`config.mk`:
```
export PLATFORM = sky130hd
export DESIGN_NAME = door_status_word_packer
export DESIGN_NICKNAME = d
export VERILOG_FILES = /design/src/rtl/door_status_pkg.sv /design/src/rtl/sticky_event.sv /design/src/rtl/door_status_word_packer.sv
export SDC_FILE = /design/constraint.sdc
export NUM_CORES = 1
export LEC_CHECK = 0
export BUFFER_PORTS_ARGS = -buffer_cell sky130_fd_sc_hd__buf_4
export CAP_MARGIN = 10
export CORE_MARGIN = 2
export CORE_UTILIZATION = 41
export DETAILED_ROUTE_END_ITERATION = 6
export PLACE_DENSITY = 0.78
export REMOVE_ABC_BUFFERS = 1
export SLEW_MARGIN = 20
export SYNTH_ARGS = -nofsm -noshare
export SYNTH_HDL_FRONTEND = slang
export SYNTH_SLANG_ARGS = --single-unit
```
`constraint.sdc`:
```
create_clock -name pclk -period 1.4 [get_ports pclk]
set_input_delay 0.14 -clock pclk [delete_from_list [all_inputs] [get_ports pclk]]
set_output_delay 0.14 -clock pclk [all_outputs]
set_load 0.05 [all_outputs]
```
`src/rtl/door_status_pkg.sv`:
```
/*
 Package for the door status word packer: register offsets, field positions,
 encodings and reset values. Assumes a 32-bit APB slave, one word per register.
*/
package door_status_pkg;

  // ----------------------------------------------------------------
  // Register offsets (byte addresses)
  // ----------------------------------------------------------------
  localparam logic [11:0] OFF_STATUS_ZERO = 12'h000;
  localparam logic [11:0] OFF_STATUS_ONE = 12'h004;
  localparam logic [11:0] OFF_EVT_STATUS = 12'h008;
  localparam logic [11:0] OFF_EVT_ENABLE = 12'h00c;
  localparam logic [11:0] OFF_EVT_CLEAR = 12'h010;
  localparam logic [11:0] OFF_CTRL = 12'h014;

  // ----------------------------------------------------------------
  // Word zero fields
  // ----------------------------------------------------------------
  localparam int STATE_LSB = 0;
  localparam int STATE_W = 3;
  localparam int MODE_LSB = 3;
  localparam int MODE_W = 3;
  localparam int WAIT_BIT = 6;
  localparam int MOTOR_BIT = 7;
  localparam int UNLOCK_BIT = 8;
  localparam int REVERSE_BIT = 9;
  localparam int OBST_CLS_BIT = 10;
  localparam int OBST_OPN_BIT = 11;

  // ----------------------------------------------------------------
  // Word one fields
  // ----------------------------------------------------------------
  localparam int CLS_FORCE_LSB = 0;
  localparam int OPN_FORCE_LSB = 3;
  localparam int FORCE_W = 3;
  localparam int OBST_DIR_LSB = 6;
  localparam int OBST_RESP_BIT = 8;
  localparam int STATUS_DISPLAY_CODE_LSB = 9;
  localparam int STATUS_DISPLAY_CODE_W = 7;

  // ----------------------------------------------------------------
  // Event bits, control bits, reset values
  // ----------------------------------------------------------------
  localparam int EVT_W = 4;
  localparam int EVT_STATE_CHG = 0;
  localparam int EVT_OBST_CLS = 1;
  localparam int EVT_OBST_OPN = 2;
  localparam int EVT_FAULT = 3;
  localparam int CTRL_FREEZE_BIT = 0;
  localparam logic [15:0] WORD_RST = 16'h0000;
  localparam logic [EVT_W-1:0] EVT_RST = 4'h0;

  typedef enum logic [2:0] {
    DS_UNKNOWN = 3'b000,
    DS_UNPOWERED = 3'b001,
    DS_CLOSING = 3'b010,
    DS_OPENING = 3'b011,
    DS_HALTED = 3'b100,
    DS_CLOSED = 3'b101,
    DS_OPEN = 3'b110,
    DS_ERROR = 3'b111
  } door_state_t;

  typedef enum logic [2:0] {
    DM_UNDEFINED = 3'b000,
    DM_LEARN = 3'b001,
    DM_INITIAL = 3'b010,
    DM_NORMAL = 3'b011,
    DM_FAULT = 3'b100
  } door_mode_t;

  // Force deviation class codes
  localparam logic [2:0] FORCE_NA = 3'h0;
  localparam logic [2:0] FORCE_NOMINAL = 3'h4;
  localparam logic [6:0] STATUS_DISPLAY_CODE_NONE = 7'h00;

endpackage

```
`src/rtl/sticky_event.sv`:
```
/*
 One sticky event flag: set by a hardware pulse, cleared by software.
 Assumes set and clear are synchronous to pclk.
*/
`timescale 1ns/1ps
module sticky_event (
  input wire logic pclk,
  input wire logic presetn,
  input wire logic set_pulse,
  input wire logic clr_pulse,
  output logic flag_ff
);

  // Set wins so an event in the clear cycle is kept
  always_ff @(posedge pclk or negedge presetn) begin
    if (!presetn) begin
      flag_ff <= 1'b0;
    end else if (set_pulse) begin
      flag_ff <= 1'b1;
    end else if (clr_pulse) begin
      flag_ff <= 1'b0;
    end
  end

endmodule // sticky_event

```
`src/rtl/door_status_word_packer.sv`:
```
/*
 Door status word packer: assembles the two technology status words from the
 door controller's state and exposes them over an APB slave with events.
 Assumes all status inputs are synchronous to pclk and come from the door logic.
*/
`timescale 1ns/1ps

module door_status_word_packer
  import door_status_pkg::*;
(
  input wire logic pclk,
  input wire logic presetn,
  input wire logic psel,
  input wire logic penable,
  input wire logic pwrite,
  input wire logic [11:0] paddr,
  input wire logic [31:0] pwdata,
  input wire logic [3:0] pstrb,
  output logic [31:0] prdata,
  output logic pready,
  output logic pslverr,
  input wire logic [2:0] door_state,
  input wire logic [2:0] door_operating_mode,
  input wire logic command_wait_flag,
  input wire logic motor_energized_flag,
  input wire logic emergency_unlock_flag,
  input wire logic direction_reversing_flag,
  input wire logic obstacle_closing_flag,
  input wire logic obstacle_opening_flag,
  input wire logic [2:0] closing_force_deviation,
  input wire logic [2:0] opening_force_deviation,
  input wire logic [1:0] obstruction_direction_bits,
  input wire logic obstruction_response_flag,
  input wire logic [6:0] status_display_code,
  output logic [15:0] status_zero_word,
  output logic [15:0] status_one_word,
  output logic irq
);

  // ----------------------------------------------------------------
  // Declarations
  // ----------------------------------------------------------------
  logic [15:0] word_zero_ff;
  logic [15:0] word_one_ff;
  logic [15:0] nxt_word_zero;
  logic [15:0] nxt_word_one;
  logic [2:0] prev_state_ff;
  logic prev_obst_cls_ff;
  logic prev_obst_opn_ff;
  logic prev_fault_ff;
  logic [EVT_W-1:0] evt_set;
  logic [EVT_W-1:0] evt_clr;
  logic [EVT_W-1:0] evt_status;
  logic [EVT_W-1:0] evt_enable_ff;
  logic freeze_ff;
  logic [31:0] prdata_ff;
  logic pslverr_ff;
  logic acc;
  logic wr;
  logic rd;
  logic mapped;
  logic [31:0] rd_mux;
  door_state_t state_code;
  door_mode_t mode_code;
  logic fault_now;
  logic read_only;

  // ----------------------------------------------------------------
  // Field decode
  // ----------------------------------------------------------------
  assign state_code = door_state_t'(door_state);
  assign mode_code = door_operating_mode_cast(door_operating_mode);
  // Fault seen either as error state or fault mode
  assign fault_now = (state_code == DS_ERROR) || (mode_code == DM_FAULT);

  function automatic door_mode_t door_operating_mode_cast(input logic [2:0] m);
    door_mode_t r;
    r = DM_UNDEFINED;
    case (m)
      3'b000: r = DM_UNDEFINED;
      3'b001: r = DM_LEARN;
      3'b010: r = DM_INITIAL;
      3'b011: r = DM_NORMAL;
      3'b100: r = DM_FAULT;
      default: r = DM_UNDEFINED;
    endcase
    return r;
  endfunction

  // ----------------------------------------------------------------
  // Word zero assembly
  // ----------------------------------------------------------------
  always_comb begin
    nxt_word_zero = WORD_RST;
    nxt_word_zero[STATE_LSB +: STATE_W] = state_code;
    nxt_word_zero[MODE_LSB +: MODE_W] = mode_code;
    nxt_word_zero[WAIT_BIT] = command_wait_flag;
    nxt_word_zero[MOTOR_BIT] = motor_energized_flag;
    nxt_word_zero[UNLOCK_BIT] = emergency_unlock_flag;
    nxt_word_zero[REVERSE_BIT] = direction_reversing_flag;
    nxt_word_zero[OBST_CLS_BIT] = obstacle_closing_flag;
    nxt_word_zero[OBST_OPN_BIT] = obstacle_opening_flag;
    // upper nibble stays zero from the reset value
  end

  // ----------------------------------------------------------------
  // Word one assembly
  // ----------------------------------------------------------------
  always_comb begin
    nxt_word_one = WORD_RST;
    nxt_word_one[CLS_FORCE_LSB +: FORCE_W] = closing_force_deviation;
    nxt_word_one[OPN_FORCE_LSB +: FORCE_W] = opening_force_deviation;
    nxt_word_one[OBST_DIR_LSB +: 2] = obstruction_direction_bits;
    nxt_word_one[OBST_RESP_BIT] = obstruction_response_flag;
    nxt_word_one[STATUS_DISPLAY_CODE_LSB +: STATUS_DISPLAY_CODE_W] = status_display_code;
  end

  // ----------------------------------------------------------------
  // Status word registers
  // ----------------------------------------------------------------
  // Freeze holds both words so software reads a coherent pair
  always_ff @(posedge pclk or negedge presetn) begin
    if (!presetn) begin
      word_zero_ff <= WORD_RST;
    end else if (!freeze_ff) begin
      word_zero_ff <= nxt_word_zero;
    end
  end

  // Same gate as word zero, so the pair never splits
  always_ff @(posedge pclk or negedge presetn) begin
    if (!presetn) begin
      word_one_ff <= WORD_RST;
    end else if (!freeze_ff) begin
      word_one_ff <= nxt_word_one;
    end
  end

  assign status_zero_word = word_zero_ff;
  assign status_one_word = word_one_ff;

  // ----------------------------------------------------------------
  // Event detection
  // ----------------------------------------------------------------
  always_ff @(posedge pclk or negedge presetn) begin
    if (!presetn) begin
      prev_state_ff <= 3'h0;
      prev_obst_cls_ff <= 1'b0;
      prev_obst_opn_ff <= 1'b0;
      prev_fault_ff <= 1'b0;
    end else begin
      prev_state_ff <= door_state;
      prev_obst_cls_ff <= obstacle_closing_flag;
      prev_obst_opn_ff <= obstacle_opening_flag;
      prev_fault_ff <= fault_now;
    end
  end

  always_comb begin
    evt_set = EVT_RST;
    evt_set[EVT_STATE_CHG] = (door_state != prev_state_ff);
    evt_set[EVT_OBST_CLS] = obstacle_closing_flag && !prev_obst_cls_ff;
    evt_set[EVT_OBST_OPN] = obstacle_opening_flag && !prev_obst_opn_ff;
    evt_set[EVT_FAULT] = fault_now && !prev_fault_ff;
  end

  // ----------------------------------------------------------------
  // APB decode
  // ----------------------------------------------------------------
  // Zero wait states: every access completes in its first access cycle
  assign acc = psel && penable;
  assign wr = acc && pwrite;
  assign rd = acc && !pwrite;
  assign evt_clr = (wr && (paddr == OFF_EVT_CLEAR) && pstrb[0]) ? pwdata[EVT_W-1:0] : EVT_RST;

  // Writes to read-only words are refused rather than dropped
  always_comb begin
    mapped = 1'b0;
    read_only = 1'b0;
    case (paddr)
      OFF_STATUS_ZERO: begin
        mapped = 1'b1;
        read_only = 1'b1;
      end
      OFF_STATUS_ONE: begin
        mapped = 1'b1;
        read_only = 1'b1;
      end
      OFF_EVT_STATUS: begin
        mapped = 1'b1;
        read_only = 1'b1;
      end
      OFF_EVT_ENABLE: mapped = 1'b1;
      OFF_EVT_CLEAR: mapped = 1'b1;
      OFF_CTRL: mapped = 1'b1;
      default: begin
        mapped = 1'b0;
        read_only = 1'b0;
      end
    endcase
  end

  // ----------------------------------------------------------------
  // Event flags
  // ----------------------------------------------------------------
  genvar gi;
  generate
    for (gi = 0; gi < EVT_W; gi++) begin : g_evt
      sticky_event u_evt (
        .pclk(pclk),
        .presetn(presetn),
        .set_pulse(evt_set[gi]),
        .clr_pulse(evt_clr[gi]),
        .flag_ff(evt_status[gi])
      );
    end
  endgenerate

  // ----------------------------------------------------------------
  // Enable and control registers
  // ----------------------------------------------------------------
  // Lane zero only; other lanes hold no bits
  always_ff @(posedge pclk or negedge presetn) begin
    if (!presetn) begin
      evt_enable_ff <= EVT_RST;
    end else if (wr && pstrb[0] && (paddr == OFF_EVT_ENABLE)) begin
      evt_enable_ff <= pwdata[EVT_W-1:0];
    end
  end

  // Freeze bit
  always_ff @(posedge pclk or negedge presetn) begin
    if (!presetn) begin
      freeze_ff <= 1'b0;
    end else if (wr && pstrb[0] && (paddr == OFF_CTRL)) begin
      freeze_ff <= pwdata[CTRL_FREEZE_BIT];
    end
  end

  // ----------------------------------------------------------------
  // Read path
  // ----------------------------------------------------------------
  always_comb begin
    rd_mux = 32'h0000_0000;
    case (paddr)
      OFF_STATUS_ZERO: rd_mux = {16'h0000, word_zero_ff};
      OFF_STATUS_ONE: rd_mux = {16'h0000, word_one_ff};
      OFF_EVT_STATUS: rd_mux = {28'h000_0000, evt_status};
      OFF_EVT_ENABLE: rd_mux = {28'h000_0000, evt_enable_ff};
      OFF_CTRL: rd_mux = {31'h0000_0000, freeze_ff};
      // Clear register and holes read as zero
      default: rd_mux = 32'h0000_0000;
    endcase
  end

  // Read data registered in the setup cycle so it is stable in the access
  always_ff @(posedge pclk or negedge presetn) begin
    if (!presetn) begin
      prdata_ff <= 32'h0000_0000;
      pslverr_ff <= 1'b0;
    end else if (psel && !penable) begin
      prdata_ff <= pwrite ? 32'h0000_0000 : rd_mux;
      pslverr_ff <= !mapped || (pwrite && read_only);
    end
  end

  // ----------------------------------------------------------------
  // Outputs
  // ----------------------------------------------------------------
  assign prdata = rd ? prdata_ff : 32'h0000_0000;
  assign pready = 1'b1;
  assign pslverr = acc ? pslverr_ff : 1'b0;
  assign irq = |(evt_status & evt_enable_ff);

endmodule // door_status_word_packer

```
== Word level (Yosys, flattened, before mapping) ==
Cells that the tools add are included.
W data, S select, Z words.
Operators by class
  reduce and logical (&&, ||, !) cells: 29
  $mul: 0
  multiplexer cells: 16
  div/mod/pow operators: 0
  bitwise gates (word level): 1
  eq/ne operators: 12
  shift-type cells: 0
  add/subtract/negate cells: 0
  order comparisons: 0
Operators by type and width (number)
  $pmux W16 S5: 1
  $mux W32: 2
  $eq A12 B4 Y1 const B: 2
  $eq A12 B5 Y1 const B: 2
  $logic_and A1 B1 Y1: 13
  $eq A12 B3 Y1 const B: 1
  $logic_not A12 Y1: 1
  $pmux W3 S4: 1
  $mux W1: 11
  $eq A3 B3 Y1 const B: 3
  $reduce_bool A2 Y1: 4
  $eq A3 B2 Y1 const B: 2
  $logic_not A1 Y1: 6
  $reduce_or A6 Y1: 1
  $and A4 B4 Y4: 1
  $mux W4: 1
  $reduce_or A4 Y1: 1
  $eq A3 B1 Y1 const B: 1
  $ne A3 B3 Y1: 1
  $reduce_or A3 Y1: 1
  $logic_or A1 B1 Y1: 2
Word-level totals
  bits of input ports: 81
  memories kept: 0
  register bits after elaboration: 76
  output and inout port bits: 67
  latch bits: 0
  ROM bits: 0
  bits in writable memories: 0

== Depth between registers and ports, before layout ==
  depth in word-level cells: 7
  mapped depth: 6

== Hierarchy ==
A second synthesis with hierarchy kept.
Unflattened totals
  cell total of the unflattened synthesis: 243
  area, all modules: 2909.0 µm²
By module, submodules not included
  door_status_word_packer: area each 2763.9 µm², instances 1, cells an instance 231
  sticky_event: area each 36.3 µm², instances 4, cells an instance 3

== Worst setup path before layout ==
OpenSTA, ideal clock, no wires.
  path kind: input to register
  start: input paddr[7]
  end: register evt_enable_ff[0]
  cell stages on the path: 4
  setup time: 0.125 ns
  setup slack: -0.036 ns
  arrival: 1.311 ns
  data required time: 1.275 ns
  cell sequence: nor4_4 nand3_2 nor4b_4 mux2_2
On the way
  cells in the longest elaborated chain, start to end: 2
RTL lines
  from (decl): RTL line door_status_word_packer.sv:16  | input wire logic [11:0] paddr,
  $eq A12 B4 Y1: RTL line door_status_word_packer.sv:226  | end else if (wr && pstrb[0] && (paddr == OFF_EVT_ENABLE)) begin
  $logic_and A1 B1 Y1: RTL line door_status_word_packer.sv:226
  to (signal assigned): RTL line door_status_word_packer.sv:227  | evt_enable_ff <= pwdata[EVT_W-1:0];
  to (decl): RTL line door_status_word_packer.sv:54  | logic [EVT_W-1:0] evt_enable_ff;
No other way between the ends.
A chain may end at the register's enable or synchronous reset.

== Final worst setup path ==
  start: register g_evt[3].u_evt.flag_ff
  end: output irq
On the way
  cells in the longest elaborated chain, start to end: 2
RTL lines
  from (decl): RTL line sticky_event.sv:11  | output logic flag_ff
  from (signal assigned): RTL line sticky_event.sv:17  | flag_ff <= 1'b0;
  from (signal assigned): RTL line sticky_event.sv:19  | flag_ff <= 1'b1;
  from (signal assigned): RTL line sticky_event.sv:21  | flag_ff <= 1'b0;
  $and A4 B4 Y4: RTL line door_status_word_packer.sv:273  | assign irq = |(evt_status & evt_enable_ff);
  $reduce_or A4 Y1: RTL line door_status_word_packer.sv:273
  to (decl): RTL line door_status_word_packer.sv:37  | output logic irq
No other way between the ends.

==> run summary <==
## Outcome
* **outcome** completed

## Critical path
* **kind of cell adding the most delay to the critical path** flip-flops
* **number of cell instances on the worst register-to-register path** 3
* **worst path cell trace** a22oi_2, nand2_1, buf_4
* **data required time at the worst endpoint** 1260 ps
* **combined buffer and inverter count along the critical path** 1
* **reg-to-reg setup timing slack** 130 ps
* **stage delay of the slowest cell on the critical path** 400 ps
* **FF-to-FF End** prdata_ff[1]
* **launch instance of the worst register-to-register path** g_evt[1].u_evt.flag_ff
* **start-to-end type of the worst setup path** reg -> out
* **category of the worst setup path capture point** output pin
* **Critical Path Fanout Max** 3
* **crit start category** register
* **worst endpoint data arrival time** 1230 ps
* **slowest CP cell** sky130_fd_sc_hd__dfrtp_1

## Clocking
* **clock root cell** sky130_fd_sc_hd__clkbuf_8
* **Clock Path Buffers** 2
* **CTS buffer count** 9
* **clock tree from TritonCTS** done
* **count of clock tree sinks** 60
* **Clock transition at path regs** 70 ps
* **clock network latency to the later pin of the worst-skew pair** 330 ps
* **htree depth** 3

## Worst hold path
* **startpoint of the worst hold path** obstruction_direction_bits[1]
* **Hold Path Class** in -> reg
* **number of cells traversed by the worst hold path** 2
* **worst hold endpoint** status_one_word[7]

## Route
* **via/cell ratio** 4.99
* **DRC violations left** 0
* **post-detailed-routing wire length** 6660 µm
* **met3 layer wire length in the routed design** 474 µm
* **routed wirelength normalized by instance count** 15.1 µm
* **total met2 wirelength after detailed routing** 3100 µm
* **wire length the detailed router placed on met1** 2920 µm
* **uppermost routed layer** met4
* **Iteration-0 DRC Markers** 116
* **detailed-routing iteration count for the pre-antenna-repair pass** 4
* **via count of the routed design** 2195
* **remaining number of nets flagged by the antenna check after routing** 0

## Final layout
* **multi-input logic area** 0.00119 mm²
* **post-route design area** 0.00390 mm²
* **filler-free cell count of the finished design** 440
* **final-layout fill cell count** 591
* **synthesis-to-finish area growth** 37.0%
* **flip-flop and latch area** 0.00150 mm²
* **number of nets in the finished design** 436
* **fraction of final layout cells sized beyond drive strength 1** 44.7%
* **antenna diode count** 0

## Die
* **number of primary I/O pins** 148
* **chip width** 87.3 µm
* **die height** 87.3 µm
* **Die Footprint** 0.00762 mm²
* **area of the placeable core** 0.00676 mm²
* **effective utilization at floorplan** 42.1%
* **# rows** 30

## Timing
* **highest achievable clock rate** 0.728 GHz
* **Final setup viols** 0
* **post-route clock period utilization** 98.2%
* **post-route worst hold slack** 40.1 ps
* **count of endpoints failing hold in the final timing report** 0
* **final critical delay including setup and external delays** 1370 ps
* **worst clock skew on the final layout** 10.5 ps
* **Max Transition Viols Final** 0

## Flow run
* **Max-Cap Viols** 0

## Logic synthesis
* **number of synthesis warnings** 0
* **area fraction of the dominant cell type after synthesis** 52.7%
* **sequential-to-total area share from yosys stat** 52.7%
* **top cells by area in the synthesized netlist** sky130_fd_sc_hd__dfrtp_1, sky130_fd_sc_hd__mux2_2, sky130_fd_sc_hd__buf_4
* **Mapped Area** 0.00285 mm²
* **post-synthesis cell type with the largest combined area** sky130_fd_sc_hd__dfrtp_1
* **Mapped Avg Cell Area** 11.8 µm²
* **number of synthesized register bits** 60
* **distinct cell type count after synthesis** 34
* **cells after synthesis** 242

## Placement
* **half-perimeter wire length after placement** 5050 µm
* **number of buffer cells added on primary ports** 95
* **# placed instances** 417
* **placed inst area** 0.00362 mm²
* **global placer's final weighted congestion** 0.816

## Power and ir drop
* **VDD IR max** 0.630 mV
* **total power after layout** 0.00408 W
* **Power Dens Cells** 1050 mW/mm²
* **static leakage power** 1.88 nW

## Global routing
* **GR Util All Layers** 18.3%
* **remaining global-route overflow** 0
* **antenna violations before repair** 0
* **wire length of the first global-routing pass** 10500 µm
* **via count of the first global-routing pass** 2196
* **maximum number of pins on one net before global-route repair** 36

how the worst max path moves through the flow:
stage | from | to | cells after the start
final | g_evt[3].u_evt.flag_ff | irq | 3
after detailed placement | paddr[7] | evt_enable_ff[3] | 5
after global placement | paddr[7] | evt_enable_ff[2] | 5
after CTS | g_evt[3].u_evt.flag_ff | irq | 3
after global routing | g_evt[3].u_evt.flag_ff | irq | 3
after floorplan | freeze_ff | prdata_ff[0] | 4
area by class of cell:
class                           instances  share of cell area, %
Inverter                                5                  0.481
Tap cell                               80                   2.57
Clock inverter                          4                   1.22
Clock buffer                           12                   3.98
Multi-Input combinational cell        163                   30.5
Sequential cell                        60                   38.5
Timing Repair Buffer                  116                   22.7
worst reg2reg max path, stage by stage (launching register included):
cell                      delay [ps]
sky130_fd_sc_hd__dfrtp_1         380
sky130_fd_sc_hd__buf_4           130
sky130_fd_sc_hd__mux4_2          450
sky130_fd_sc_hd__a22o_1          200
cells by family (layout without fill, tap and decap cells):
group	Yosys count	count (layout)	synth area share (%)
simple gates	65	65	13.4
flops	60	60	52.7
mux	41	41	17.0
buf+inv	38	137	8.09
compound gates	33	33	7.60
xor+xnor	3	3	0.923
other cells	2	21	0.264
cells in the final DEF, fill, tap and decap left out, drive strengths merged, types with 2 or more instances in the layout:
cell,netlist,routed
xnor2,3,3
and2,16,16
nand4,3,3
nor4,2,2
a22oi,2,2
conb,2,21
buf,26,110
nand2,21,21
mux4,3,3
o21ai,19,19
mux2i,10,10
mux2,28,28
dlygate4sd3,0,6
clkinv,0,2
nor2,7,7
nand2b,4,4
inv,5,5
nor3,2,2
nor4b,4,4
o41ai,3,3
dfrtp,60,60
clkbuf,7,12
a22o,7,7
where the power goes:
part	total (W)	switching, W	leakage (nW)	internal, W
Combinational	0.000682	0.000442	1.04	0.000240
Clock	0.00157	0.000655	0.102	0.000913
Sequential	0.00183	0.0000404	0.742	0.00179
metal layers:
| layer | track usage, % | vias to the layer above |
|---|---|---|
| met3 | 4.93 | 16 |
| met1 | 23.9 | 1047 |
| met5 | 0 | - |
| li1 | - | 1030 |
| met2 | 28.2 | 102 |
| met4 | 8.95 | 0 |
Yosys cell counts:
library cell               number
sky130_fd_sc_hd__nor4_4         1
sky130_fd_sc_hd__and3_1         1
sky130_fd_sc_hd__nor3b_1        1
sky130_fd_sc_hd__nor4_1         1
sky130_fd_sc_hd__conb_1         2
sky130_fd_sc_hd__mux4_2         3
sky130_fd_sc_hd__nor4b_1        3
sky130_fd_sc_hd__mux2i_1       10
sky130_fd_sc_hd__inv_1          5
sky130_fd_sc_hd__mux2_2        28
sky130_fd_sc_hd__a22o_1         7
sky130_fd_sc_hd__buf_4         21
sky130_fd_sc_hd__nand3_2        1
sky130_fd_sc_hd__o41ai_1        3
sky130_fd_sc_hd__nor3_1         2
sky130_fd_sc_hd__dfrtp_1       60
sky130_fd_sc_hd__a22oi_1        2
sky130_fd_sc_hd__buf_2          1
sky130_fd_sc_hd__nor2b_1        1
sky130_fd_sc_hd__and4_1         1
sky130_fd_sc_hd__a32o_1         1
sky130_fd_sc_hd__nand4_1        3
sky130_fd_sc_hd__o21ai_0       19
sky130_fd_sc_hd__or2_2          1
sky130_fd_sc_hd__nor4b_4        1
sky130_fd_sc_hd__xnor2_1        3
sky130_fd_sc_hd__a221oi_1       1
sky130_fd_sc_hd__nand2_1       21
sky130_fd_sc_hd__clkbuf_1       7
sky130_fd_sc_hd__nor2_1         7
sky130_fd_sc_hd__buf_1          3
sky130_fd_sc_hd__and2_1        16
sky130_fd_sc_hd__nand2b_1       4
sky130_fd_sc_hd__buf_6          1
stage by stage:
step / worst slack (ps) / util, % / setup TNS (ps)
after CTS: 22.2 / 57.5 / 0
after global placement: -179 / 53.6 / -1830
after floorplan: -139 / - / -956
after global routing: -45.2 / 57.7 / -45.2
final: 25.7 / 57.7 / 0
after detailed placement: -248 / 53.6 / -2500
state kept, by name, summed over array words and instances, names as in the netlist:
signal	count
prev_obst_cls_ff	1
status_zero_word	12
pslverr_ff	1
g_evt.u_evt.flag_ff	4
prdata_ff	16
prev_state_ff	3
freeze_ff	1
evt_enable_ff	4
prev_obst_opn_ff	1
status_one_word	16
prev_fault_ff	1
repair_timing:
| item | 4_1_cts | 5_1_grt |
|---|---|---|
| gates resized for setup | 0 | 1 |
| hold endpoints to repair | 38 | 0 |
| setup buffers | 0 | 1 |
| endpoints found under the setup margin | 0 | 1 |
| hold buffers | 6 | 0 |
Note: power is estimated with default switching activity, not from simulation.
